===== config.mk =====
export PLATFORM = sky130hd
export DESIGN_NAME = rpos_sequencer
export DESIGN_NICKNAME = d
export VERILOG_FILES = /design/src/rpos_pkg.sv /design/src/rpos_sequencer.sv
export SDC_FILE = /design/constraint.sdc
export NUM_CORES = 1
export LEC_CHECK = 0
export BUFFER_PORTS_ARGS = -buffer_cell sky130_fd_sc_hd__buf_2
export CAP_MARGIN = 10
export CORE_MARGIN = 3
export CORE_UTILIZATION = 30
export DETAILED_ROUTE_END_ITERATION = 10
export PLACE_DENSITY_LB_ADDON = 0.12
export SETUP_SLACK_MARGIN = 0.3
export SYNTH_ARGS = -nofsm -noshare
export SYNTH_HDL_FRONTEND = slang
export SYNTH_SLANG_ARGS = --single-unit

===== constraint.sdc =====
create_clock -name clock_in -period 7.1 [get_ports clock_in]
set_clock_uncertainty 0.1 [all_clocks]
set_input_delay 1.065 -clock clock_in [delete_from_list [all_inputs] [get_ports clock_in]]
set_output_delay 1.065 -clock clock_in [all_outputs]
set_load 0.05 [all_outputs]

===== src/rpos_pkg.sv =====
// rpos_pkg: constants, modes and carriers of the remote power on/off sequencer
package rpos_pkg;

   // ------------------------------------------------------------
   // clock and timebase
   // ------------------------------------------------------------
   localparam int CLK_HZ = 100_000_000;
   localparam int MS_PER_S = 1000;
   localparam int MS_CYCLES = CLK_HZ / MS_PER_S;
   localparam int TW = 19;

   // ------------------------------------------------------------
   // timing figures in seconds, pulse figure in ms, ms counts derived from them
   // ------------------------------------------------------------
   localparam int T1_S = 1;
   localparam int T2_S = 2;
   localparam int T5_S = 5;
   localparam int T60_S = 60;
   localparam int T120_S = 120;
   localparam int T300_S = 300;
   localparam int PULSE_MS_FIG = 250;
   localparam int LONG_PRESS_S = 5;

   localparam logic [TW-1:0] T0_MS = 19'h00000;
   localparam logic [TW-1:0] T1_MS = TW'(T1_S * MS_PER_S);
   localparam logic [TW-1:0] T2_MS = TW'(T2_S * MS_PER_S);
   localparam logic [TW-1:0] T5_MS = TW'(T5_S * MS_PER_S);
   localparam logic [TW-1:0] T60_MS = TW'(T60_S * MS_PER_S);
   localparam logic [TW-1:0] T120_MS = TW'(T120_S * MS_PER_S);
   localparam logic [TW-1:0] T300_MS = TW'(T300_S * MS_PER_S);
   localparam logic [TW-1:0] PULSE_MS = TW'(PULSE_MS_FIG);
   localparam logic [TW-1:0] LONG_MS = TW'(LONG_PRESS_S * MS_PER_S);
   localparam logic [TW-1:0] T_MAX = 19'h7ffff;

   // ------------------------------------------------------------
   // switch positions
   // ------------------------------------------------------------
   localparam logic [3:0] POS_BYPASS = 4'h0;
   localparam logic [3:0] POS_USER = 4'ha;

   // ------------------------------------------------------------
   // carriers and states
   // ------------------------------------------------------------
   typedef struct packed {
      logic [TW-1:0] deb_on;
      logic [TW-1:0] deb_off;
      logic [TW-1:0] startup;
      logic [TW-1:0] hard_off;
   } rpos_timing_t;

   typedef enum logic [2:0] {
      S_OFF, S_DEB_ON, S_STARTUP, S_RUN, S_DEB_OFF, S_FAIL, S_CUT, S_HARD_OFF
   } rpos_state_t;

endpackage


===== src/rpos_sequencer.sv =====
// rpos_sequencer: remote power on/off sequencer of the power management unit
// Function
// - position 0 is bypass: no debounce, hold or timeout sequencing applied.
// - off request flags the host, then supply is cut after the timeout.
// - positions 6-9 take a 250 ms impulse on the control input as command.
// - positions 6 and 8 start the system from off whenever main supply is present; a cut or hard-off holds until supply drops.
// - positions 8 and 9 hard-off when the impulse exceeds five seconds.
// - asserting edge starts on-debounce: 2/1/5 s per position, zero in 6-9.
// - input stable through on-debounce switches the main supply on.
// - after power-up only a long impulse in 8 and 9 is acted on during the 5 s or 60 s startup hold.
// - after the startup hold, off requests are monitored again.
// - deasserting edge starts off-debounce: 60/5 s per position, zero in 6-9.
// - input stable low through off-debounce asserts power fail to the host.
// - hard-off timeout from power fail: 60/300/120/60 s, zero in position 9.
// - timeout without finished shutdown sends stop, cutting power regardless.
// - position A takes user-programmed timings; B-F are reserved, no timing.
// - the current power fail state is a readable status output.
// - position 0 is bypass for power fail mode; 1-A are remote on/off.
module rpos_sequencer #(
   parameter int MS_CYCLES = rpos_pkg::MS_CYCLES
) (
   input wire logic clock_in,
   input wire logic reset_in,
   input wire logic [3:0] timing_select_switch_in,
   input wire logic control_in,
   input wire logic main_supply_input_in,
   input wire logic host_shutdown_done_in,
   input wire rpos_pkg::rpos_timing_t user_timing_in,
   output logic supply_on_out,
   output logic power_fail_out,
   output logic stop_out
);
   import rpos_pkg::*;

   // ------------------------------------------------------------
   // millisecond timebase
   // ------------------------------------------------------------
   // free running, so an interval may run up to 1 ms short
   logic [31:0] prescale;
   logic [31:0] next_prescale;
   logic ms_tick;
   logic next_ms_tick;

   always_comb begin
      next_ms_tick = 1'b0;
      next_prescale = prescale + 32'h00000001;
      if (prescale >= 32'(MS_CYCLES - 1)) begin
         next_prescale = 32'h00000000;
         next_ms_tick = 1'b1;
      end
   end

   always_ff @(posedge clock_in) begin
      if (reset_in) begin
         prescale <= 32'h00000000;
         ms_tick <= 1'b0;
      end else begin
         prescale <= next_prescale;
         ms_tick <= next_ms_tick;
      end
   end

   // ------------------------------------------------------------
   // timing profile per switch position
   // ------------------------------------------------------------
   function automatic rpos_timing_t profile(input logic [3:0] pos, input rpos_timing_t user);
      rpos_timing_t t;
      t = '0;
      unique case (pos)
         4'h1: t = '{T2_MS, T60_MS, T5_MS, T60_MS};
         4'h2: t = '{T2_MS, T60_MS, T60_MS, T300_MS};
         4'h3: t = '{T2_MS, T60_MS, T60_MS, T120_MS};
         4'h4: t = '{T1_MS, T5_MS, T5_MS, T60_MS};
         4'h5: t = '{T5_MS, T5_MS, T60_MS, T60_MS};
         4'h6, 4'h7, 4'h8: t = '{T0_MS, T0_MS, T60_MS, T60_MS};
         4'h9: t = '{T0_MS, T0_MS, T60_MS, T0_MS};
         POS_USER: t = user;
         default: t = '0;
      endcase
      return t;
   endfunction

   // ------------------------------------------------------------
   // sequencer
   // ------------------------------------------------------------
   rpos_state_t state;
   rpos_state_t next_state;
   logic [TW-1:0] time_ms;
   logic [TW-1:0] next_time_ms;
   logic [TW-1:0] press_ms;
   logic [TW-1:0] next_press_ms;
   logic control_q;
   logic next_supply_on;
   logic next_power_fail;
   logic next_stop;
   rpos_timing_t tim;
   logic bypass;
   logic reserved;
   logic pulse_mode;
   logic auto_start;
   logic long_mode;
   logic pulse_event;
   logic long_press;

   always_comb begin
      tim = profile(timing_select_switch_in, user_timing_in);
      bypass = (timing_select_switch_in == POS_BYPASS);
      reserved = (timing_select_switch_in > POS_USER);
      pulse_mode = timing_select_switch_in inside {4'h6, 4'h7, 4'h8, 4'h9};
      auto_start = timing_select_switch_in inside {4'h6, 4'h8};
      long_mode = timing_select_switch_in inside {4'h8, 4'h9};
      pulse_event = pulse_mode && control_q && !control_in && (press_ms >= PULSE_MS);
      long_press = long_mode && control_in && (press_ms >= LONG_MS);
      next_press_ms = '0;
      if (control_in) begin
         next_press_ms = (press_ms == T_MAX) ? press_ms : press_ms + TW'(ms_tick);
      end
      next_time_ms = (time_ms == T_MAX) ? time_ms : time_ms + TW'(ms_tick);
      next_state = state;
      unique case (state)
         S_OFF: begin
            next_time_ms = '0;
            if (auto_start) begin
               next_state = S_STARTUP;
            end else if (pulse_mode) begin
               if (pulse_event) begin
                  next_state = S_STARTUP;
               end
            end else if (control_in && !control_q) begin
               next_state = S_DEB_ON;
            end
         end
         S_DEB_ON: begin
            if (!control_in) begin
               next_state = S_OFF;
            end else if (time_ms >= tim.deb_on) begin
               next_state = S_STARTUP;
               next_time_ms = '0;
            end
         end
         S_STARTUP: begin
            if (time_ms >= tim.startup) begin
               next_state = S_RUN;
            end
         end
         S_RUN: begin
            next_time_ms = '0;
            if (pulse_mode ? pulse_event : !control_in) begin
               next_state = pulse_mode ? S_FAIL : S_DEB_OFF;
            end
         end
         S_DEB_OFF: begin
            if (control_in) begin
               next_state = S_RUN;
            end else if (time_ms >= tim.deb_off) begin
               next_state = S_FAIL;
               next_time_ms = '0;
            end
         end
         S_FAIL: begin
            if (time_ms >= tim.hard_off) begin
               next_state = host_shutdown_done_in ? S_CUT : S_HARD_OFF;
            end
         end
         S_CUT, S_HARD_OFF: begin
            if (!control_in && !auto_start) begin
               next_state = S_OFF;
            end
         end
      endcase
      if (long_press && state inside {S_STARTUP, S_RUN, S_DEB_OFF, S_FAIL}) begin
         next_state = S_HARD_OFF;
      end
      if (bypass || reserved || !main_supply_input_in) begin
         next_state = S_OFF;
      end
      next_supply_on = main_supply_input_in &&
         (bypass || next_state inside {S_STARTUP, S_RUN, S_DEB_OFF, S_FAIL});
      next_power_fail = bypass ? !control_in : (next_state == S_FAIL);
      next_stop = (next_state == S_HARD_OFF);
   end

   always_ff @(posedge clock_in) begin
      if (reset_in) begin
         state <= S_OFF;
         time_ms <= '0;
         press_ms <= '0;
         control_q <= 1'b0;
         supply_on_out <= 1'b0;
         power_fail_out <= 1'b0;
         stop_out <= 1'b0;
      end else begin
         state <= next_state;
         time_ms <= next_time_ms;
         press_ms <= next_press_ms;
         control_q <= control_in;
         supply_on_out <= next_supply_on;
         power_fail_out <= next_power_fail;
         stop_out <= next_stop;
      end
   end
endmodule


======== After elaboration in Yosys (flattened, before gate mapping) ========
Cells that the tools add are included.
operators by class
  reduce and logical (&&, ||, !) cells .... 28
  muxes and demuxes ....................... 27
  bitwise operators ....................... 1
  eq/ne operators ......................... 24
  $lt $le $gt $ge ......................... 8
  add/subtract/negate cells ............... 3
operator list
  kind                                                                                   count
  76-bit case mux with 8 select lines                                                    1
  19-bit two-way mux                                                                     5
  19-bit greater-or-equal comparator                                                     4
  19-bit case mux with 3 select lines                                                    1
  3-bit two-way mux                                                                      14
  19-bit by 1-bit adder with 19-bit output                                               2
  19-bit == test, second input constant                                                  2
  32-bit by 1-bit adder with 32-bit output, second input constant                        1
  32-bit by 17-bit greater-or-equal comparator with 1-bit output, second input constant  1
  3-bit == test, second input constant                                                   7
  3-bit case mux with 7 select lines                                                     1
  19-bit by 13-bit greater-or-equal comparator with 1-bit output, second input constant  1
  19-bit by 8-bit greater-or-equal comparator with 1-bit output, second input constant   1
  4-bit by 3-bit == test with 1-bit output, second input constant                        4
  3-bit by 2-bit == test with 1-bit output, second input constant                        4
  4-bit == test, second input constant                                                   3
  4-bit nonzero test                                                                     3
  1-bit logical AND                                                                      9
  4-bit by 2-bit == test with 1-bit output, second input constant                        2
  2-bit OR reduction                                                                     4
  1-bit two-way mux                                                                      5
  4-bit by 1-bit == test with 1-bit output, second input constant                        1
  4-bit > comparator, second input constant                                              1
  1-bit zero test                                                                        4
  other kinds (7)                                                                        10
storage, ports and cells
  word-level logic and storage cells ...... 100
  output and inout bits ................... 3
  flip-flop bits (word level) ............. 78
  input bits .............................. 85

======== Depth between registers and ports, before layout ========
  word-level depth ........................ 15
  gate-level depth with buffers ........... 18
  mapped depth without buffers ............ 14

======== Worst setup path before layout ========
No wires, ideal clock.
  path kind ............................... input to register
  from .................................... input port timing_select_switch_in[1]
  to ...................................... register time_ms[10]
  data arrival time ....................... 4289 ps
  buffers on the path ..................... 3
  setup time .............................. 65 ps
  setup slack ............................. 2646 ps
  cell stages on the path ................. 15
  data required time ...................... 6935 ps
  path through ............................ clkbuf_1 clkinv_1 a211oi_1 nor2_1 ha_1 and3_1 a221o_1 a21oi_1 a211oi_1 nor2_1 nand2_1 a311o_1 clkbuf_1 clkbuf_1 nor2_1
between the ends
  cells in the longest elaborated chain, start to end .. 7
  elaborated cells between the ends (all ways) .. 19
  classes of those cells .................. 2 x order compare; 10 x eq/ne; 6 x mux; 1 x reduce/logical
RTL lines
  what                                                                       RTL line                                      RTL
  start: declaration                                                         rpos_sequencer.sv:24                          input wire logic [3:0] timing_select_switch_in,
  4-bit by 3-bit == test with 1-bit output or 4-bit == test (tied branches)  rpos_sequencer.sv:69                          unique case (pos)
  3-bit OR reduction                                                         rpos_sequencer.sv:69
  76-bit case mux with 8 select lines (*)                                    rpos_sequencer.sv:69
  19-bit greater-or-equal comparator (on tied branches)                      rpos_sequencer.sv:155, rpos_sequencer.sv:136
  19-bit two-way mux (on tied branches)                                      rpos_sequencer.sv:155, rpos_sequencer.sv:136
  19-bit two-way mux (on tied branches)                                      rpos_sequencer.sv:153, rpos_sequencer.sv:134
  19-bit case mux with 3 select lines (*)                                    rpos_sequencer.sv:120                         unique case (state)
  end signal: assignment                                                     rpos_sequencer.sv:194                         time_ms <= next_time_ms;
  end: declaration                                                           rpos_sequencer.sv:88                          logic [TW-1:0] time_ms;
Every way passes the cells marked *; elsewhere a longest branch is shown, timed or not.
A chain may end at the register's enable or synchronous reset.

======== Worst setup path in the final report ========
  from .................................... input port timing_select_switch_in[0]
  to ...................................... register time_ms[18]
The elaborated chain is that of the path after synthesis.

==> impl_results.md <==
- Hold_ws: ~360 ps
- MaxCap Viol Count: 0
- Vias: 5234
- CP Data Required Time: ~7200 ps
- Synth Area in XOR/XNOR: under 10%
- Drt total wl: 16400 microns
- Antenna violations before repair: 6
- Synth area leaders: dfxtp_1 (28%), ha_1 (18%), nor2_1 (7.2%)
- Compound-Gate Fraction of Synth Area: between 10% and 20%
- Vias/cell: 4.95
- Most common cell in the netlist: nor2_1
- Status: completed
- Hold-fix buffers, CTS: 0
- Async set or reset register ratio after synthesis: 0%
- Dominant cell type by area after synthesis: dfxtp_1
- CP Max Fanout: 42
- Flops & latches, synth: 78
- Ys Warns: 0
- Nets: just under 1000
- Final Instance Count excl. Fillers: 1057
- Dominant synthesized flop cell: dfxtp_1
- Tot Pwr: about 1.0 mW
- TNS Setup: 0 ps
- Share of cells above drive strength 1: between 10% and 20%
- Layout area overhead: 17.9%
- Htree depth: 3
- Synth Area in Simple Gates: 28.0%
- Total global-route track usage: around 16%
- Largest net degree at the start of global routing: between 40 and 50
- Syn avg cell area: 7.73 sq um
- TritonCTS Buffers: 9
- RSZ-0062 raised after global routing: no
- Vias in the first global route: 5052
- Port Buf Inserts: 87
- Clock slew at reported path FFs: 60 ps
- Setup CP Type: input pin to flip-flop
- Root Driver: clkbuf_16
- Number of synthesized flops with an enable pin: 0
- Register area share after synthesis: approximately 28%
- Grt total ovfl: 0
- Post-CTS setup buffer count: 0
- Largest family of logic cells by synthesized area: simple AND/OR/NAND/NOR gates
- Worst Tran Pin Value: 927 ps
- PostCTS Resize Cnt: 0
- Worst skew pair latency: around 340 ps
- CP Launch Type: input pin
- Pins over their slew limit: 0
- Clock Path Buffers: 2
- Worst Hold Class: flip-flop to flip-flop
- Synthesized-area fraction occupied by adder cells: 17.9%
- Initial drt markers: slightly below 200
- CTS tree: done
- Pleak: 2.78 nW
- Cell Pwr Density: 155 nW/um^2
- Period utilisation layout: 68.5%
- DP Wirelength: 13000 microns
- Count of final setup violators: 0
- Num rows: 49
- Average wire per standard cell: 15.5 microns
- Post-route DRC violation count: 0
- Max VDD drop: between 150 and 200 uV
- Fmax: between 200 and 250 MHz
- Post-synth top area share: between 20% and 30%
- Mux cell area share after synthesis: less than 1%
- Num ports: between 80 and 90
- Drt first pass iters: 4
- Post-route ant nets: 0
- GP Congestion: 0.806
- Placed Cells incl. Taps: 1040
- Die area: ~21000 sq um
- Clock Sinks: 78
- Minimum clock period: about 4900 ps
- First-pass GRT wire length: roughly 26000 microns
- Yosys cell types: 55
- Mapped Area: 5650 sq um
- Dpl ws: around 1900 ps
- Max-slew headroom: 37.6%
- Die W: 143 microns
- Setup slack after layout: ~2200 ps
- Chip height: 143 microns
- Most frequent cells after synthesis: nor2_1 (109), nand2_1 (87), ha_1 (81), dfxtp_1 (78), a21oi_1 (63)
- Synthesized instance count: 731
- Final Hold Viols: 0
- Core Area: 18200 sq um
- Initial core utilization: slightly above 30%
- Worst EP arrival: around 5000 ps
- Nature of the critical path endpoint: flip-flop
worst max-delay path, cell delays in order:
cell and delay [ps]:
buf_2 200, inv_1 350, nand2_1 180, nor2_4 720, buf_4 320, a21oi_1 90, ha_1 290, nand2_1 60
o21ai_0 180, a21oi_1 70, a211oi_1 370, nor2_1 80, nand2_1 90, a311o_1 690, o21ba_1 230
area by class of cell:
| type | count | area, sq um |
|---|---|---|
| repair buffers | 89 | 450 |
| inverters | 16 | 60.1 |
| multi-input cells | 628 | 4000 |
| fillers | 1940 | 11500 |
| flip-flops and latches | 78 | 1560 |
| well taps | 229 | 287 |
| clock buffers | 9 | 225 |
| clock inverters | 6 | 71.3 |
| diodes | 2 | 5.00 |
layout by cell type, fill, tap and decap left out, drive strengths merged, types with 14 or more instances in the layout:
master  synthesis  layout
a21oi          64      64
buf             0      89
conb            1      15
dfxtp          78      78
ha             81      81
inv            14      15
nand2          87      87
nand3          35      35
nand4          21      21
nor2          109     109
nor3           17      17
o21ai          39      39
xnor2          14      14
xor2           31      31
kinds of logic (layout without fill, tap and decap cells):
group	Yosys count	in the layout
adder cells (fa/ha/maj)	81	81
multiplexers	2	2
XOR/XNOR	45	45
AND/OR/NAND/NOR	334	334
other	1	17
buffers and inverters	39	120
flip-flops	78	78
AO/OA/AOI/OAI	151	151
report_power, final:
| group | switching, mW | internal [mW] | total, mW |
|---|---|---|---|
| Clock | 0.188 | 0.272 | 0.460 |
| Sequential | 0.00294 | 0.444 | 0.447 |
| Combinational | 0.0739 | 0.0498 | 0.124 |
through the flow:
step / util [%] / cell area [sq um]
2_1_floorplan: - / 5700
3_5_place_dp: 34.9 / 6360
6_report: 36.6 / 6660
3_3_place_gp: 34.9 / 6360
5_1_grt: 36.6 / 6660
4_1_cts: 36.6 / 6660
path summary, 6_finish.rpt:
path                              start           to  slack (ps)  depth (start not counted)
min                         prescale[0]  prescale[0]         360                          1
min reg2reg                 prescale[0]  prescale[0]         360                          1
max          timing_select_switch_in[0]  time_ms[18]        2240                         15
max reg2reg                  time_ms[0]  time_ms[18]        4170                         10
sequential cells by signal, summed over array words and instances, names as in the netlist:
name	cells
control_q	1
press_ms	19
power_fail_out	1
time_ms	19
state	3
supply_on_out	1
prescale	32
ms_tick	1
stop_out	1
per-layer routing:
layer	vias to the layer above	global-route usage (%)	part of all wire (%)
met5	-	0	0.24
met4	8	4.46	1.5
met3	19	4.12	5.7
met2	96	25.7	44
met1	2335	21.7	48
li1	2776	-	-
Power figures use the tool's default switching activity.
